==> src/ptb_pkg.sv <==
package ptb_pkg;

   // chain geometry
   localparam int PTB_STAGES = 18;
   localparam int PTB_TAP_W = 5;
   localparam int PTB_RATE_W = 3;

   // avalon byte offsets, one word each
   localparam int PTB_ADDR_W = 4;
   localparam logic [3:0] PTB_OFS_CONTROL = 4'h0;
   localparam logic [3:0] PTB_OFS_EVT_STATUS = 4'h4;
   localparam logic [3:0] PTB_OFS_EVT_MASK = 4'h8;

   // timebase_control field positions
   localparam int PTB_BIT_RUN = 1;
   localparam int PTB_BIT_IRQ_EN = 2;
   localparam int PTB_BIT_ACK = 3;
   localparam int PTB_LSB_RATE = 4;
   localparam int PTB_BIT_FLAG = 7;

   // event bits of the sticky status register
   localparam int PTB_NUM_EVT = 2;
   localparam int PTB_EVT_PERIOD = 0;
   localparam int PTB_EVT_OVERRUN = 1;

   // reset values
   localparam logic [2:0] PTB_RST_RATE = 3'h0;
   localparam logic [1:0] PTB_RST_MASK = 2'h0;

   // timing: core clock and oscillator reference
   localparam int PTB_CORE_HZ = 125_000_000;
   localparam int PTB_REF_HZ = 32_768;
   localparam int PTB_REF_DIV = PTB_CORE_HZ / PTB_REF_HZ;

   // tap bit per rate code; period is two to the (tap + 1)
   localparam logic [4:0] PTB_TAP_R0 = 5'h11; // 262144
   localparam logic [4:0] PTB_TAP_R1 = 5'h10; // 131072
   localparam logic [4:0] PTB_TAP_R2 = 5'h0f; // 65536
   localparam logic [4:0] PTB_TAP_R3 = 5'h0e; // 32768
   localparam logic [4:0] PTB_TAP_R4 = 5'h05; // 64
   localparam logic [4:0] PTB_TAP_R5 = 5'h04; // 32
   localparam logic [4:0] PTB_TAP_R6 = 5'h03; // 16
   localparam logic [4:0] PTB_TAP_R7 = 5'h02; // 8

   typedef struct packed {
      logic [2:0] rate_select;
      logic period_irq_enable;
      logic counter_run;
   } ptb_ctrl_t;

   typedef struct packed {
      logic wait_mode;
      logic stop_mode;
      logic stop_osc_keep;
   } ptb_mode_t;

   typedef enum logic {PTB_BUS_IDLE, PTB_BUS_ANSWER} ptb_bus_state_t;

endpackage

==> src/ptb_divider_chain.sv <==
`timescale 1ns/1ps
`default_nettype none
module ptb_divider_chain #(
   parameter int STAGES = 18
) (
   input wire logic core_clk_i,
   input wire logic sys_rst_i,
   input wire logic ref_tick_i,
   input wire logic run_i,
   input wire logic [4:0] tap_i,
   output logic period_event_o
);
   logic [STAGES-1:0] stage;
   logic [STAGES:0] carry;

   // carry into stage i: a reference tick with all lower stages at one
   assign carry[0] = ref_tick_i & run_i;

   genvar gi;
   generate
      for (gi = 0; gi < STAGES; gi++) begin : g_stage
         assign carry[gi+1] = carry[gi] & stage[gi];
         // each stage toggles on its carry, cleared while stopped
         always_ff @(posedge core_clk_i or posedge sys_rst_i) begin
            if (sys_rst_i) begin
               stage[gi] <= 1'b0;
            end else if (!run_i) begin
               stage[gi] <= 1'b0;
            end else if (carry[gi]) begin
               stage[gi] <= ~stage[gi];
            end
         end
      end
   endgenerate

   // rising edge of the tap bit: first after half a period, then every full one
   assign period_event_o = carry[tap_i] & ~stage[tap_i];
endmodule
`default_nettype wire

==> src/ptb_event_irq.sv <==
`timescale 1ns/1ps
`default_nettype none
module ptb_event_irq #(
   parameter int N = 2
) (
   input wire logic core_clk_i,
   input wire logic sys_rst_i,
   input wire logic [N-1:0] set_i,
   input wire logic [N-1:0] clear_i,
   input wire logic mask_we_i,
   input wire logic [N-1:0] mask_d_i,
   output logic [N-1:0] status_o,
   output logic [N-1:0] mask_o,
   output logic irq_o
);
   import ptb_pkg::*;

   logic [N-1:0] next_status;

   // a set in the clearing cycle wins so no event is lost
   assign next_status = set_i | (status_o & ~clear_i);

   always_ff @(posedge core_clk_i or posedge sys_rst_i) begin
      if (sys_rst_i) begin
         status_o <= '0;
         mask_o <= PTB_RST_MASK[N-1:0];
      end else begin
         status_o <= next_status;
         if (mask_we_i) begin
            mask_o <= mask_d_i;
         end
      end
   end

   // level output while any unmasked event is pending
   assign irq_o = |(status_o & mask_o);
endmodule
`default_nettype wire

==> src/ptb_timebase.sv <==
// Operation
// RQ1: the timebase is an 18-stage divider chain stepped by the oscillator reference, with eight taps selectable.
// RQ2: while counter_run is clear every chain stage is held at zero.
// RQ3: once counter_run is set the chain advances on each reference tick.
// RQ4: period_flag sets each time the chain overflows at the tap picked by rate_select.
// RQ5: a set period_flag with period_irq_enable set raises the cpu interrupt request.
// RQ6: the first flag after enabling comes at half the period, every later one at a full period.
// RQ7: rate codes 000..111 divide by 262144, 131072, 65536, 32768, 64, 32, 16 and 8.
// RQ8: period_flag is read-only and reads 1 while an event is pending, else 0.
// RQ9: flag_acknowledge is write-only, reads 0, and writing 1 clears period_flag while 0 does nothing.
// RQ10: period_irq_enable is read/write, gates the request and is cleared by reset.
// RQ11: counter_run is read/write, cleared by reset, and toggling it off then on restarts from zero.
// RQ12: software changes rate_select only while counter_run is clear.
// RQ13: in wait mode the chain keeps counting and flagging but the register is not reachable.
// RQ14: in stop mode the chain runs only if the oscillator keep setting is active, and the register is unreachable.
// RQ15: a running chain in stop mode turns its enabled period request into a wake-up event.
// RQ16: the interrupt request stays high as long as both period_flag and period_irq_enable are set.
`timescale 1ns/1ps
`default_nettype none
module ptb_timebase #(
   parameter int STAGES = ptb_pkg::PTB_STAGES,
   parameter int REF_DIV = ptb_pkg::PTB_REF_DIV
) (
   input wire logic core_clk_i,
   input wire logic sys_rst_i,
   // avalon-mm slave
   input wire logic [ptb_pkg::PTB_ADDR_W-1:0] avs_address_i,
   input wire logic avs_read_i,
   input wire logic avs_write_i,
   input wire logic [31:0] avs_writedata_i,
   input wire logic [3:0] avs_byteenable_i,
   output logic [31:0] avs_readdata_o,
   output logic avs_waitrequest_o,
   // power modes from the system
   input wire ptb_pkg::ptb_mode_t mode_i,
   // interrupt and wake-up
   output logic period_irq_o,
   output logic stop_wakeup_o,
   output logic evt_irq_o
);
   import ptb_pkg::*;

   // refuse geometries the tap table cannot serve
   generate
      if (STAGES < PTB_STAGES) begin : g_bad_stages
         $error("chain needs at least 18 stages");
      end
      if (REF_DIV < 1) begin : g_bad_div
         $error("reference divider must be at least 1");
      end
   endgenerate

   localparam int DIV_W = (REF_DIV > 1) ? $clog2(REF_DIV) : 1;
   localparam logic [DIV_W-1:0] DIV_LAST = DIV_W'(REF_DIV - 1);

   // address decode shared by read and write paths
   function automatic logic hit(input logic [PTB_ADDR_W-1:0] a,
                                input logic [3:0] ofs);
      hit = (a == ofs);
   endfunction

   // rate code to tap bit
   function automatic logic [PTB_TAP_W-1:0] tap_of(input logic [2:0] r);
      case (r)
         3'h0: tap_of = PTB_TAP_R0;
         3'h1: tap_of = PTB_TAP_R1;
         3'h2: tap_of = PTB_TAP_R2;
         3'h3: tap_of = PTB_TAP_R3;
         3'h4: tap_of = PTB_TAP_R4;
         3'h5: tap_of = PTB_TAP_R5;
         3'h6: tap_of = PTB_TAP_R6;
         default: tap_of = PTB_TAP_R7;
      endcase
   endfunction

   ptb_ctrl_t ctrl;
   ptb_ctrl_t next_ctrl;
   ptb_bus_state_t bus_state;
   ptb_bus_state_t next_bus_state;
   logic period_flag;
   logic next_period_flag;
   logic [DIV_W-1:0] ref_cnt;
   logic ref_tick;
   logic osc_halted;
   logic period_event;
   logic bus_req;
   logic bus_commit;
   logic reg_open;
   logic wr_ok;
   logic wr_ctrl;
   logic wr_status;
   logic wr_mask;
   logic ack_clear;
   logic [7:0] ctrl_rd;
   logic [31:0] rd_mux;
   logic [PTB_NUM_EVT-1:0] evt_set;
   logic [PTB_NUM_EVT-1:0] evt_clear;
   logic [PTB_NUM_EVT-1:0] evt_status;
   logic [PTB_NUM_EVT-1:0] evt_mask;

   // oscillator stops in stop mode unless kept running
   assign osc_halted = mode_i.stop_mode & ~mode_i.stop_osc_keep; // [RQ14]

   // reference tick divider; one-cycle enable per reference period
   assign ref_tick = ~osc_halted & (ref_cnt == DIV_LAST); // [RQ13] [RQ14]

   always_ff @(posedge core_clk_i or posedge sys_rst_i) begin
      if (sys_rst_i) begin
         ref_cnt <= '0;
      end else if (!osc_halted) begin
         ref_cnt <= ref_tick ? '0 : ref_cnt + 1'b1;
      end
   end

   // divider chain with tap selection
   ptb_divider_chain #(
      .STAGES(STAGES)
   ) u_chain (
      .core_clk_i(core_clk_i),
      .sys_rst_i(sys_rst_i),
      .ref_tick_i(ref_tick), // [RQ1] [RQ3]
      .run_i(ctrl.counter_run), // [RQ2] [RQ11]
      .tap_i(tap_of(ctrl.rate_select)), // [RQ4] [RQ6] [RQ7]
      .period_event_o(period_event)
   );

   // bus handshake: one wait cycle, then the answer
   assign bus_req = avs_read_i | avs_write_i;
   assign avs_waitrequest_o = bus_req & (bus_state == PTB_BUS_IDLE);
   assign bus_commit = bus_req & (bus_state == PTB_BUS_ANSWER);

   always_comb begin
      next_bus_state = bus_state;
      case (bus_state)
         PTB_BUS_IDLE: begin
            if (bus_req) begin
               next_bus_state = PTB_BUS_ANSWER;
            end
         end
         PTB_BUS_ANSWER: begin
            next_bus_state = PTB_BUS_IDLE;
         end
         default: begin
            next_bus_state = PTB_BUS_IDLE;
         end
      endcase
   end

   always_ff @(posedge core_clk_i or posedge sys_rst_i) begin
      if (sys_rst_i) begin
         bus_state <= PTB_BUS_IDLE;
      end else begin
         bus_state <= next_bus_state;
      end
   end

   // registers are sealed off while the cpu sleeps; accesses still complete
   assign reg_open = ~mode_i.wait_mode & ~mode_i.stop_mode; // [RQ13] [RQ14]
   assign wr_ok = bus_commit & avs_write_i & reg_open & avs_byteenable_i[0];
   assign wr_ctrl = wr_ok & hit(avs_address_i, PTB_OFS_CONTROL);
   assign wr_status = wr_ok & hit(avs_address_i, PTB_OFS_EVT_STATUS);
   assign wr_mask = wr_ok & hit(avs_address_i, PTB_OFS_EVT_MASK);

   // writing one to the acknowledge bit clears the flag, zero does nothing
   assign ack_clear = wr_ctrl & avs_writedata_i[PTB_BIT_ACK]; // [RQ9]

   // control fields; rate is taken as written, software keeps it still while running
   always_comb begin
      next_ctrl = ctrl;
      if (wr_ctrl) begin
         next_ctrl.counter_run = avs_writedata_i[PTB_BIT_RUN]; // [RQ11]
         next_ctrl.period_irq_enable = avs_writedata_i[PTB_BIT_IRQ_EN]; // [RQ10]
         next_ctrl.rate_select = avs_writedata_i[PTB_LSB_RATE +: PTB_RATE_W]; // [RQ12]
      end
   end

   // flag: an overflow in the acknowledge cycle wins over the clear
   assign next_period_flag = period_event | (period_flag & ~ack_clear); // [RQ4] [RQ9]

   always_ff @(posedge core_clk_i or posedge sys_rst_i) begin
      if (sys_rst_i) begin
         ctrl.counter_run <= 1'b0; // [RQ11]
         ctrl.period_irq_enable <= 1'b0; // [RQ10]
         ctrl.rate_select <= PTB_RST_RATE;
         period_flag <= 1'b0;
      end else begin
         ctrl <= next_ctrl;
         period_flag <= next_period_flag;
      end
   end

   // level request while flag and enable are both set
   assign period_irq_o = period_flag & ctrl.period_irq_enable; // [RQ5] [RQ10] [RQ16]

   // in stop the same request is the wake-up; with the osc halted only a flag already pending raises it
   assign stop_wakeup_o = mode_i.stop_mode & period_irq_o; // [RQ15]

   // sticky events: each overflow, and an overflow landing on a pending flag
   assign evt_set[PTB_EVT_PERIOD] = period_event;
   assign evt_set[PTB_EVT_OVERRUN] = period_event & period_flag;
   assign evt_clear = wr_status ? avs_writedata_i[PTB_NUM_EVT-1:0] : '0;

   ptb_event_irq #(
      .N(PTB_NUM_EVT)
   ) u_evt (
      .core_clk_i(core_clk_i),
      .sys_rst_i(sys_rst_i),
      .set_i(evt_set),
      .clear_i(evt_clear),
      .mask_we_i(wr_mask),
      .mask_d_i(avs_writedata_i[PTB_NUM_EVT-1:0]),
      .status_o(evt_status),
      .mask_o(evt_mask),
      .irq_o(evt_irq_o)
   );

   // control read image; acknowledge and bit 0 always read zero
   always_comb begin
      ctrl_rd = 8'h00;
      ctrl_rd[PTB_BIT_FLAG] = period_flag; // [RQ8]
      ctrl_rd[PTB_LSB_RATE +: PTB_RATE_W] = ctrl.rate_select;
      ctrl_rd[PTB_BIT_ACK] = 1'b0; // [RQ9]
      ctrl_rd[PTB_BIT_IRQ_EN] = ctrl.period_irq_enable; // [RQ10]
      ctrl_rd[PTB_BIT_RUN] = ctrl.counter_run; // [RQ11]
   end

   // read select; unmapped offsets and sealed registers read zero
   always_comb begin
      rd_mux = 32'h0000_0000;
      if (reg_open) begin
         if (hit(avs_address_i, PTB_OFS_CONTROL)) begin
            rd_mux[7:0] = ctrl_rd;
         end else if (hit(avs_address_i, PTB_OFS_EVT_STATUS)) begin
            rd_mux[PTB_NUM_EVT-1:0] = evt_status;
         end else if (hit(avs_address_i, PTB_OFS_EVT_MASK)) begin
            rd_mux[PTB_NUM_EVT-1:0] = evt_mask;
         end
      end
   end

   // read data captured in the wait cycle, shown with waitrequest low
   always_ff @(posedge core_clk_i or posedge sys_rst_i) begin
      if (sys_rst_i) begin
         avs_readdata_o <= 32'h0000_0000;
      end else if (avs_read_i && bus_state == PTB_BUS_IDLE) begin
         avs_readdata_o <= rd_mux;
      end
   end
endmodule
`default_nettype wire

==> config.mk <==
export PLATFORM = sky130hd
export DESIGN_NAME = ptb_timebase
export DESIGN_NICKNAME = d
export VERILOG_FILES = /design/src/ptb_pkg.sv /design/src/ptb_divider_chain.sv /design/src/ptb_event_irq.sv /design/src/ptb_timebase.sv
export SDC_FILE = /design/constraint.sdc
export NUM_CORES = 1
export LEC_CHECK = 0
export BUFFER_PORTS_ARGS = -buffer_cell sky130_fd_sc_hd__buf_2
export CAP_MARGIN = 0
export CORE_MARGIN = 2
export CORE_UTILIZATION = 50
export DETAILED_ROUTE_END_ITERATION = 16
export PLACE_DENSITY = 0.88
export SLEW_MARGIN = 20
export SYNTH_ARGS = -nofsm -noshare
export SYNTH_HDL_FRONTEND = slang
export SYNTH_SLANG_ARGS = --single-unit
==> constraint.sdc <==
create_clock -name core_clk_i -period 2.7 [get_ports core_clk_i]
set_input_delay 0.135 -clock core_clk_i [delete_from_list [all_inputs] [get_ports core_clk_i]]
set_output_delay 0.135 -clock core_clk_i [all_outputs]
set_load 0.02 [all_outputs]
; After elaboration in Yosys (flattened, before gate mapping)
; Cells that the tools add are included.
[totals]
reg_bits = 49
in_bits = 47
output_inout_bits = 36
wordCells = 177
[classes]
addsub = 1
n_lt_le_gt_ge = 1
n_eq_ne = 27
n_mux = 50
bitwise_logic = 67
n_reduce_logical = 4
[op_table]
columns = op, n
row1 = 1-bit two-way mux, 39
row2 = 1-bit bitwise AND, 36
row3 = "2-bit by 1-bit inequality test with 1-bit output, second input constant", 18
row4 = 5-bit one-hot mux with 7 select lines, 1
row5 = 1-bit NOT, 25
row6 = "12-bit by 1-bit adder with 12-bit output, second input constant", 1
row7 = "12-bit equality test, second input constant", 1
row8 = 12-bit two-way mux, 1
row9 = 1-bit binary-select mux with 5-bit select, 2
row10 = "3-bit equality test, second input constant", 3
row11 = 2-bit two-way mux, 4
row12 = 8-bit two-way mux, 1
row13 = "3-bit by 2-bit equality test with 1-bit output, second input constant", 2
row14 = "5-bit by 6-bit < comparator with 1-bit output, second input constant", 1
row15 = 6-bit two-way mux, 1
row16 = 2-bit bitwise AND, 2
row17 = "4-bit by 3-bit equality test with 1-bit output, second input constant", 1
row18 = "4-bit equality test, second input constant", 1
row19 = 4-bit logical NOT, 1
row20 = "3-bit by 1-bit equality test with 1-bit output, second input constant", 1
row21 = 3-bit logical NOT, 1
row22 = 2-bit NOT, 1
row23 = 1-bit OR, 2
row24 = 2-bit OR, 1
row25 = 3 further kinds, 3

; Depth between registers and ports, before layout
; Gate-level depths: netlist of run 1.
[depth]
depth_word = 28
ltp_mapped = 9

; Hierarchy
; A second synthesis of run 1 with hierarchy kept.
[unflattened]
cells_unflattened = 293
area_unflattened_um2 = 2889.0
[by_module_without_submodules]
columns = mod, instances, cells_per_inst, area_each_um2, seq_area_each_um2
row1 = ptb_timebase, 1, 155, 1515.2, 650.6
row2 = ptb_divider_chain, 1, 126, 1208.7, 450.4
row3 = ptb_event_irq, 1, 12, 165.2, 100.1

; Worst setup path after synthesis of run 1
; OpenSTA, ideal clock, no wires.
[synth_timing]
path_type = reg-to-reg
from = reg ref_cnt[3]
to = reg u_evt.status_o[1]
setup_time_ps = 65
arrival_time_ps = 2072
required_time_ps = 2635
path_slack_ps = 562
path_stages_with_launch = 7
synth_period_minus_slack_ps = 2138
cell_sequence = dfrtp_1 or3b_4 nor4_4 nand2_2 o41a_1 o32ai_2 a22o_1
[synth_via]
elab_chain_len = 26
[synth_lines]
columns = element, line_no
row1 = "start, declared", ptb_timebase.sv:82  ; logic [DIV_W-1:0] ref_cnt;
row2 = "start signal, assigned", ptb_timebase.sv:111  ; ref_cnt <= ref_tick ? '0 : ref_cnt + 1'b1;
row3 = 12-bit equality test (*), ptb_timebase.sv:105  ; assign ref_tick = ~osc_halted & (ref_cnt == DIV_LAST);
row4 = 1-bit bitwise AND (*), ptb_timebase.sv:105
row5 = 1-bit bitwise AND (*), ptb_divider_chain.sv:17  ; assign carry[0] = ref_tick_i & run_i;
row6 = 1-bit bitwise AND (18 in series), ptb_divider_chain.sv:22  ; assign carry[gi+1] = carry[gi] & stage[gi];
row7 = 1-bit binary-select mux with 5-bit select (*), ptb_divider_chain.sv:37  ; assign period_event_o = carry[tap_i] & ~stage[tap_i];
row8 = 1-bit two-way mux (not written as such) (*), ptb_divider_chain.sv:37
row9 = 1-bit bitwise AND (*), ptb_divider_chain.sv:37
row10 = 1-bit bitwise AND (*), ptb_timebase.sv:200  ; assign evt_set[PTB_EVT_OVERRUN] = period_event & period_flag;
row11 = 2-bit OR (*), ptb_event_irq.sv:21  ; assign next_status = set_i | (status_o & ~clear_i);
row12 = named net u_evt.next_status[1], ptb_event_irq.sv:18  ; logic [N-1:0] next_status;
row13 = "end signal, assigned", ptb_event_irq.sv:28  ; status_o <= next_status;
row14 = "end, declared", ptb_event_irq.sv:12  ; output logic [N-1:0] status_o,
; Mark *: on every way through the listed nets, which the timed path passes. The rest lies on a longest branch. The select of a mux whose other input is x is not followed.
; A chain may end at the register's enable or synchronous reset.

; Worst setup path after layout of run 1
; Same ends and word-level chain as after synthesis.

==> results of run 1 <==
==> kinds of logic after synthesis <==
group / after synthesis / synth area share, %
simple gates: 117 / 22.64
flops: 48 / 42.78
buf+inv: 44 / 9.759
compound gates: 40 / 10.65
xor+xnor: 25 / 7.799
mux: 10 / 4.456
fa+ha+maj: 4 / 1.783
other cells: 1 / 0.1336
==> synth_stat cells, types with 4 or more instances <==
| cell type | instances |
|---|---|
| nand4_1 | 7 |
| nor3_1 | 5 |
| a21oi_1 | 6 |
| mux2_2 | 8 |
| and2_1 | 16 |
| dfrtp_1 | 48 |
| a22o_1 | 7 |
| nand3_1 | 17 |
| ha_1 | 4 |
| nor2b_1 | 7 |
| o211ai_1 | 4 |
| clkbuf_1 | 5 |
| nand2_1 | 21 |
| inv_1 | 11 |
| xor2_1 | 11 |
| nor2_1 | 22 |
| buf_4 | 26 |
| o21ai_0 | 6 |
| xnor2_1 | 14 |
==> power groups by stage <==
stage | sequential [mW] | combinational (mW) | clock [mW]
2_1_floorplan | 0.859 | 0.228 | 0
3_3_place_gp | 0.872 | 0.240 | 0
3_5_place_dp | 0.882 | 0.257 | 0
4_1_cts | 0.868 | 0.258 | 0.460
5_1_grt | 0.881 | 0.294 | 0.479
6_report | 0.870 | 0.254 | 0.450
==> worst max path at each step <==
stage	startpoint	endpoint	slack [ns]
2_1_floorplan	ref_cnt[3]	u_evt.status_o[1]	0.56
3_3_place_gp	ref_cnt[3]	u_evt.status_o[1]	0.40
3_5_place_dp	ref_cnt[3]	u_evt.status_o[1]	0.34
4_1_cts	ref_cnt[3]	u_evt.status_o[1]	0.33
5_1_grt	ref_cnt[1]	u_evt.status_o[1]	0.18
6_report	ref_cnt[3]	u_evt.status_o[1]	0.32
==> worst max-delay path, stage by stage, from the launching register on <==
cell     delay, ns
dfrtp_1       0.46
or3b_4        0.44
nor4_4        0.32
nand2_2       0.10
o41a_1        0.42
o32ai_2       0.37
a22o_1        0.20
==> per-layer routing <==
metal,vias to the layer above,part of all wire [%],GRT usage (%)
met4,0,1.7,7.414
met5,-,0,0
li1,1015,-,-
met3,10,3.9,3.864
met1,1027,43,21.38
met2,59,52,33.76
==> area by class of cell <==
type	count	share of cell area [%]
Multi-Input combinational cell	221	47.02
Sequential cell	48	39.70
Timing Repair Buffer	33	5.790
Tap cell	72	2.978
Clock buffer	7	2.854
Inverter	11	1.406
Clock inverter	1	0.2481
==> metrics by stage <==
| stage | util, % | worst slack (ns) | total power [mW] |
|---|---|---|---|
| 6_report | 55.28 | 0.3239 | 1.574 |
| 3_3_place_gp | 53.54 | 0.3987 | 1.112 |
| 3_5_place_dp | 53.54 | 0.3399 | 1.139 |
| 4_1_cts | 55.26 | 0.3335 | 1.586 |
| 2_1_floorplan | - | 0.5621 | 1.086 |
| 5_1_grt | 55.28 | 0.1830 | 1.654 |
==> state kept, by name (all words and copies together) (netlist names) <==
register and cells:
u_evt.mask_o 2, ref_cnt 12, u_chain.stage 18, u_evt.status_o 2, period_flag 1, ctrl 5, bus_state 1, avs_readdata_o 7
==> cell usage in the layout, fill, tap and decap left out, drive strengths merged, types with 2 or more instances in the layout <==
cell type,instances
and2,16
clkbuf,7
dfrtp,48
a21oi,6
nor2b,7
or3,3
o211ai,4
nor3,5
a31oi,2
nor3b,2
conb,25
mux2,8
nand2,22
a211oi,3
and3,5
a22o,7
a2111oi,2
xor2,11
buf,33
o21ai,6
a21o,2
nand2b,3
o31ai,3
nor4,3
nand4,7
xnor2,14
nor2,22
ha,4
inv,10
nand3,17
==> impl.org, run 1 <==
** Route
- Vias per inst :: 5.372
- Iteration-0 DRC Markers :: 112
- For this block, the routed nets add up to 5.255 mm of wire.
- Pre-antenna DRT Iters :: 4
- Count of nets left with antenna violations after detail routing :: 0
- After detailed routing, the number of remaining DRC violations is 0.
- In the final routed layout, each cell accounts on average for 13.37 um.
- Vias after detailed routing :: 2,111

** Final layout
- Cells with a size suffix above 1 make up 19.00% of the layout.
- Synth-to-layout area growth :: 7.754%
- Fill cells in the final layout number 453.
- The multi-input combinational cells in the finished layout cover a total of 1423 um2.
- Summing all non-filler instances in the final layout gives an area of 3025 um2.
- Count of inserted antenna diode cells :: 0
- Final instance count without filler cells :: 393
- The final layout contains 371 nets.
- Reg area :: 1201 um2

** Setup path
- In this run the critical register-to-register path is launched from ref_cnt[3].
- R2R Path End :: u_evt.status_o[1]
- For the worst flop-to-flop path, the logic depth is 6.
- Of all nets on the critical path, the largest fanout is 6.
- The critical path in this run is classified as flip-flop to flip-flop.
- STA puts the critical path data required time at 2.94 ns.
- The worst register-to-register path has a setup slack of 0.32 ns.
- Kind of capture point of the worst setup path :: flip-flop
- The worst setup path is launched from a flip-flop.
- At the worst endpoint, the arrival time is 2.62 ns.

** Synthesis
- Summed over all instances, the cell type with the most area after synthesis is dfrtp_1.
- Sequential-to-total area share from yosys stat :: 42.78%
- Proportion of netlist area held by the largest area contributor :: 42.78%
- Post-synthesis async set-or-reset flop share :: 100.0%
- Number of synthesized register bits :: 48
- Number of synthesized flops with an enable pin :: 0
- Counting distinct cell types in the post-synthesis netlist gives 48.
- Summed instance area of the synthesized netlist :: 2808 um2
- After synthesis, the mean cell area works out to 9.715 um2.
- Syn Inst Count :: 289
- During synthesis, Yosys emitted a total of 0 warnings.
- Largest cells by area after synthesis :: dfrtp_1 (43%), buf_4 (7.0%), xnor2_1 (4.4%), and2_1 (3.6%), xor2_1 (3.4%)
- In the synthesized netlist the dominant register cell turns out to be dfrtp_1.

** Status
- The flow ran to the end, but the final reports show violations.
- Violations in the final reports :: hold timing

** Global routing
- The first global-routing pass estimated 9.273 mm of wire.
- The number of antenna violations at the first check in global routing was 0.
- Total track usage :: 18.60%
- The via count of the first global-routing pass is 2,158.
- Maximum number of pins on one net before global-route repair :: 49
- GRT overflow :: 0

** Timing
- Count of final hold-check violations :: 48
- Between clock sinks in the finished design, the worst skew comes to 0.007140 ns.
- Static timing analysis puts the maximum clock frequency at 420.9 MHz.
- Setup repair after global routing left no endpoint under its margin.
- The number of pins with negative max-slew slack in the final report was 0.
- Dividing the final minimum period by the clock period gives 88.00%.
- Worst hold slack :: -0.05253 ns
- Summed over all failing endpoints, the final setup total negative slack is 0 ns.
- Setup violations remaining at the end of the flow were counted as 0.
- Worst slew margin relative to its limit :: 46.12%
- The clock period could shrink to 2.376 ns.
- At the pin with the least slew margin, the transition time is 0.8072 ns.

** Clocking
- No sink is reached through more buffers than the 2 on the longest clock path.
- # resized after CTS :: 0
- The tree is rooted in a clkbuf_8.
- Max H-tree Level :: 2
- TritonCTS clock tree :: built
- Buffers inserted during clock tree synthesis total 5.
- The number of hold buffers added after CTS was 0.
- The number of setup buffers added after CTS is 0.
- Sinks on Clock Net :: 48
- Register clock-pin slew on the reported worst setup and hold paths :: 0.09 ns
- Clock insertion delay at the later pin of the skew report :: 0.30 ns

** Floorplan
- Initial core utilization :: 51.30%
- The floorplan step set the die width to 78.94 um.
- Die area :: 6231 um2
- 83 I/O pins were placed.
- Placeable core region :: 5473 um2
- From bottom edge to top edge, the die measures 78.94 um.
- The initialized floorplan defines 27 standard-cell rows.

** Pwr
- Combinational cells account for 16.2% of the total power.
- For this design the static power due to leakage is 1.430 nW.
- Clock network power share :: 28.6%
- Pwr/cell area :: 520.2 nW/um2
- Cell internal power was estimated by the tool at 1.095 mW.
- Registers are responsible for 55.3% of the overall power.
- Sw Pwr :: 479.0 uW
- Across the VDD grid, the largest voltage drop is 444.6 uV.
- Of the total power, the share spent switching nets is 30.44%.

** Worst hold path
- The path class of the tightest hold or removal check is input port to asynchronous set/reset pin.

** Place
- After detailed placement, the design holds a cell count of 385.
- Once placement finished, the instance area stood at 2930 um2.
- Port buffering added 29 buffers.
- RD Place Congestion :: 0.8399
- The HPWL after detailed placement is 3.825 mm.

** Flow run
- Max capacitance violation total :: 0
Note: power is estimated with default switching activity, not from simulation.
==> run 2, diff against run 1 <==
- CTS_BUF_LIST: default -> sky130_fd_sc_hd__clkbuf_2 sky130_fd_sc_hd__clkbuf_4 sky130_fd_sc_hd__clkbuf_8
- GPL_TIMING_DRIVEN: default -> 0
- SETUP_SLACK_MARGIN: default -> 0.4
==> run 2 against run 1 <==
The flow now finishes without violations. Sequential power down 0.8%. Hold slack better by 0.12 ns. Clock skew is 0.0023 ns higher. First-iteration DRC count grew 13%. Flip-flop and latch count is the same. Clock-buffer cell count decreased by 2. Core utilization grew 6.7 points. Worst setup slack improved by 0.054 ns. Critical endpoint unchanged. Design area increased by 12%. Non-clock buffer count increased by 35. Via count rose by 4.3%. Die area unchanged.
==> impl.org, run 2 (synthesized netlist as in run 1, its figures left out) <==
** Pwr
- Static leakage power :: 1.632 nW (+14%)
- The design internal power is 1.211 mW (+11%).
- The part of the power in registers is 50.2% (-5.1 points).
- Total power :: 1.718 mW (+9.2%)
- The part of the power in the clock network came to 30.9% (+2.3 points).
- Sw frac :: 29.53% (-0.91 points)
- Pwr/cell area :: 506.3 nW/um2 (-2.7%)
- The part of the power in combinational logic was 18.9% (+2.7 points).
- The power dissipated by switching net loads came to 507.3 uW (+5.9%).
- Maximum VDD drop :: 660.0 uV (+48%)

** Timing
- The number of pins with negative max-slew slack in the final report came to 0 (unchanged).
- The minimum clock period after layout was 2.322 ns (-0.05399 ns).
- Setup repair after global routing left no endpoint under its margin.
- The setup TNS came to 0 ns (unchanged).
- # setup viols final :: 0 (unchanged)
- The worst clock skew is 0.009395 ns (+0.002255 ns).
- The slack of the critical path came to 0.3779 ns (+0.05399 ns).
- Count of final hold-check violations :: 0 (-100%)
- The share of the clock period used by the worst path is 86.00% (-2.0 points).
- Maximum clock frequency :: 430.6 MHz (+2.3%)

** Final layout
- Compared with the post-synthesis result, the final layout area differs by 20.86%.
- The largest registers in the layout are u_chain.stage: 18 flops, ref_cnt: 12 flops, avs_readdata_o: 7 flops.
- Net count of the finished layout :: 406 (+9.4%)
- The number of antenna cells inserted came to 0 (unchanged).
- The register with the most flip-flops in the final layout is u_chain.stage.
- The top cell types in the final layout, fill and taps aside, are dfrtp_1 (43), buf_2 (31), buf_4 (29).
- Fraction of final layout cells with drive strength greater than 1 :: 29.78% (+11 points)
- Most common cell after layout, fill and taps aside :: dfrtp_1
- The flip-flop count of the largest register after layout was 18 (unchanged).

** Floorplan
- The count of boundary I/O pins is 83 (unchanged).
- Placement row count :: 27 (unchanged)
- The overall die height was 78.94 um (unchanged).
- The area inside the core boundary was 5473 um2 (unchanged).
- Die area :: 6231 um2 (unchanged)
- The x dimension of the die came to 78.94 um (unchanged).
- The starting density of the core was 51.30% (unchanged).

** Place
- The placer congestion estimate came to 0.8839 (+5.2%).
- Setup Slack @ Placement :: 0.2211 ns (-0.1187 ns)
- Final HPWL from detailed placement :: 4.040 mm (+5.6%)
- The count of input and output buffers was 29 (unchanged).

** Global routing
- GRT overflow :: 0 (unchanged)
- Maximum number of pins on one net before global-route repair :: 28 (-43%)
- Total track usage :: 19.50% (+0.90 points)
- The number of antenna violations at the first check in global routing is 0 (unchanged).
- The via count of the first global-routing pass is 2,173 (+0.70%).
- The first-pass GRT wire length was 9.611 mm (+3.6%).

** Clocking
- Sinks on Clock Net :: 48 (unchanged)
- Buffer cell driving the clock tree root :: clkbuf_8
- The clock transition at the register clock pins on the worst setup and hold paths after CTS came to 0.10 ns (about the same).
- Maximum count of clock buffers along a single path :: 2 (unchanged)
- The H-tree depth is 2 (unchanged).
- TritonCTS built the clock tree.
- The clock insertion delay at the later pin of the skew report came to 0.30 ns (about the same).
- The CTS buffer count came to 5 (unchanged).

** Setup path
- The maximum net fanout on the critical path is 10 (+4).
- The maximum single-stage delay on the critical path came to 0.52 ns (+0.06 ns).
- Kind of cell adding the most delay to the critical path :: compound AO/OA/AOI/OAI gates
- The worst reg2reg path depth came to 7 (+1).
- The flop-to-flop setup slack came to 0.38 ns (+0.05 ns).
- The signal on the critical path passes through buf_2 > nor3_1 > a21oi_1 > a2111oi_1 > a211oi_2 > o32ai_4 > a22o_1.
- Kind of capture point of the worst setup path :: flip-flop
- Crit Path Category :: flip-flop to flip-flop
- The worst register-to-register path begins at ctrl[2].
- R2R Path End :: u_evt.status_o[1]
- Number of buffers and inverters on the critical path :: 1 (+1)
- The worst endpoint data arrival time is 2.57 ns (-0.05 ns).
- Slowest stage cell, crit path :: a2111oi_1
- Worst endpoint required time :: 2.95 ns (about the same)
- Type of origin of the critical path :: flip-flop

** Flow run
- The count of max-cap constraint violations was 0 (unchanged).

** Worst hold path
- Worst hold path endpoint :: ctrl[1]
- Min-delay src :: avs_writedata_i[2]
- Hold path depth :: 2
- The tightest min-delay check is of the input port to flip-flop type.

** Status
- Outcome :: finished clean

** Route
- Pre-antenna DRT Iters :: 4 (unchanged)
- Vias per inst :: 5.143 (-4.3%)
- Final wirelength :: 5.890 mm (+12%)
- The overall via count from detail_route is 2,201 (+4.3%).
- DRC errors left :: 0 (unchanged)
- The wire length per cell after detailed routing came to 13.76 um (+2.9%).
- The number of violations reported at the end of detailed-routing iteration 0 was 126 (+13%).
- Count of nets left with antenna violations after detail routing :: 0 (unchanged)
run 2: metrics by stage:
| stage | utilization (%) | cells | hold slack [ns] | area (um2) |
|---|---|---|---|---|
| floorplan | - | 313 | 0.2855 | 2898 |
| global placement | 57.25 | 414 | 0.3694 | 3133 |
| detailed placement | 57.61 | 415 | 0.1805 | 3153 |
| CTS | 60.65 | 426 | 0.05860 | 3319 |
| global route | 62.00 | 428 | 0.06956 | 3393 |
| finish | 62.00 | 428 | 0.06723 | 3393 |
run 2: worst max-delay path by stage:
stage | slack [ns] | startpoint | end | depth (start not counted)
after floorplan | 0.56 | ref_cnt[3] | u_evt.status_o[1] | 6
after global placement | 0.30 | ctrl[3] | u_evt.status_o[1] | 9
after detailed placement | 0.22 | ctrl[3] | u_evt.status_o[1] | 9
after CTS | 0.36 | ref_cnt[8] | u_evt.status_o[1] | 6
final | 0.38 | ctrl[2] | u_evt.status_o[1] | 7
after global routing | 0.37 | ref_cnt[3] | u_evt.status_o[1] | 8
run 2: cell type report:
| type | count | area [um2] |
|---|---|---|
| sequential | 48 | 1207 |
| buffer | 33 | 237.7 |
| clock inverter | 3 | 46.29 |
| multi-input combinational | 221 | 1496 |
| fill | 452 | 2079 |
| clock buffer | 5 | 68.82 |
| timing repair buffer | 35 | 205.2 |
| inverter | 11 | 41.29 |
| tap | 72 | 90.09 |
run 2: layer usage:
metal,share of wire (%),track usage [%],routed length (um),vias up
met5,0,0,0,-
met4,2.3,8.793,133,0
met3,5.6,3.864,332,14
met2,50,32.48,2967,83
met1,42,24.66,2456,1012
li1,-,-,-,1092
run 2: power by group through the flow:
stage | logic, mW | registers (mW) | clock network, mW
after floorplan | 0.228 | 0.859 | 0
after global placement | 0.271 | 0.872 | 0
after detailed placement | 0.284 | 0.877 | 0
after CTS | 0.311 | 0.857 | 0.539
after global routing | 0.362 | 0.876 | 0.565
final | 0.324 | 0.863 | 0.531
run 2: what timing repair did:
item	in CTS	in global routing
resized for setup	6	18
buffers inserted	2	2
endpoints found under the setup margin	5	12
hold buffers	1	0
pin swaps	2	6
hold endpoints to repair	21	0
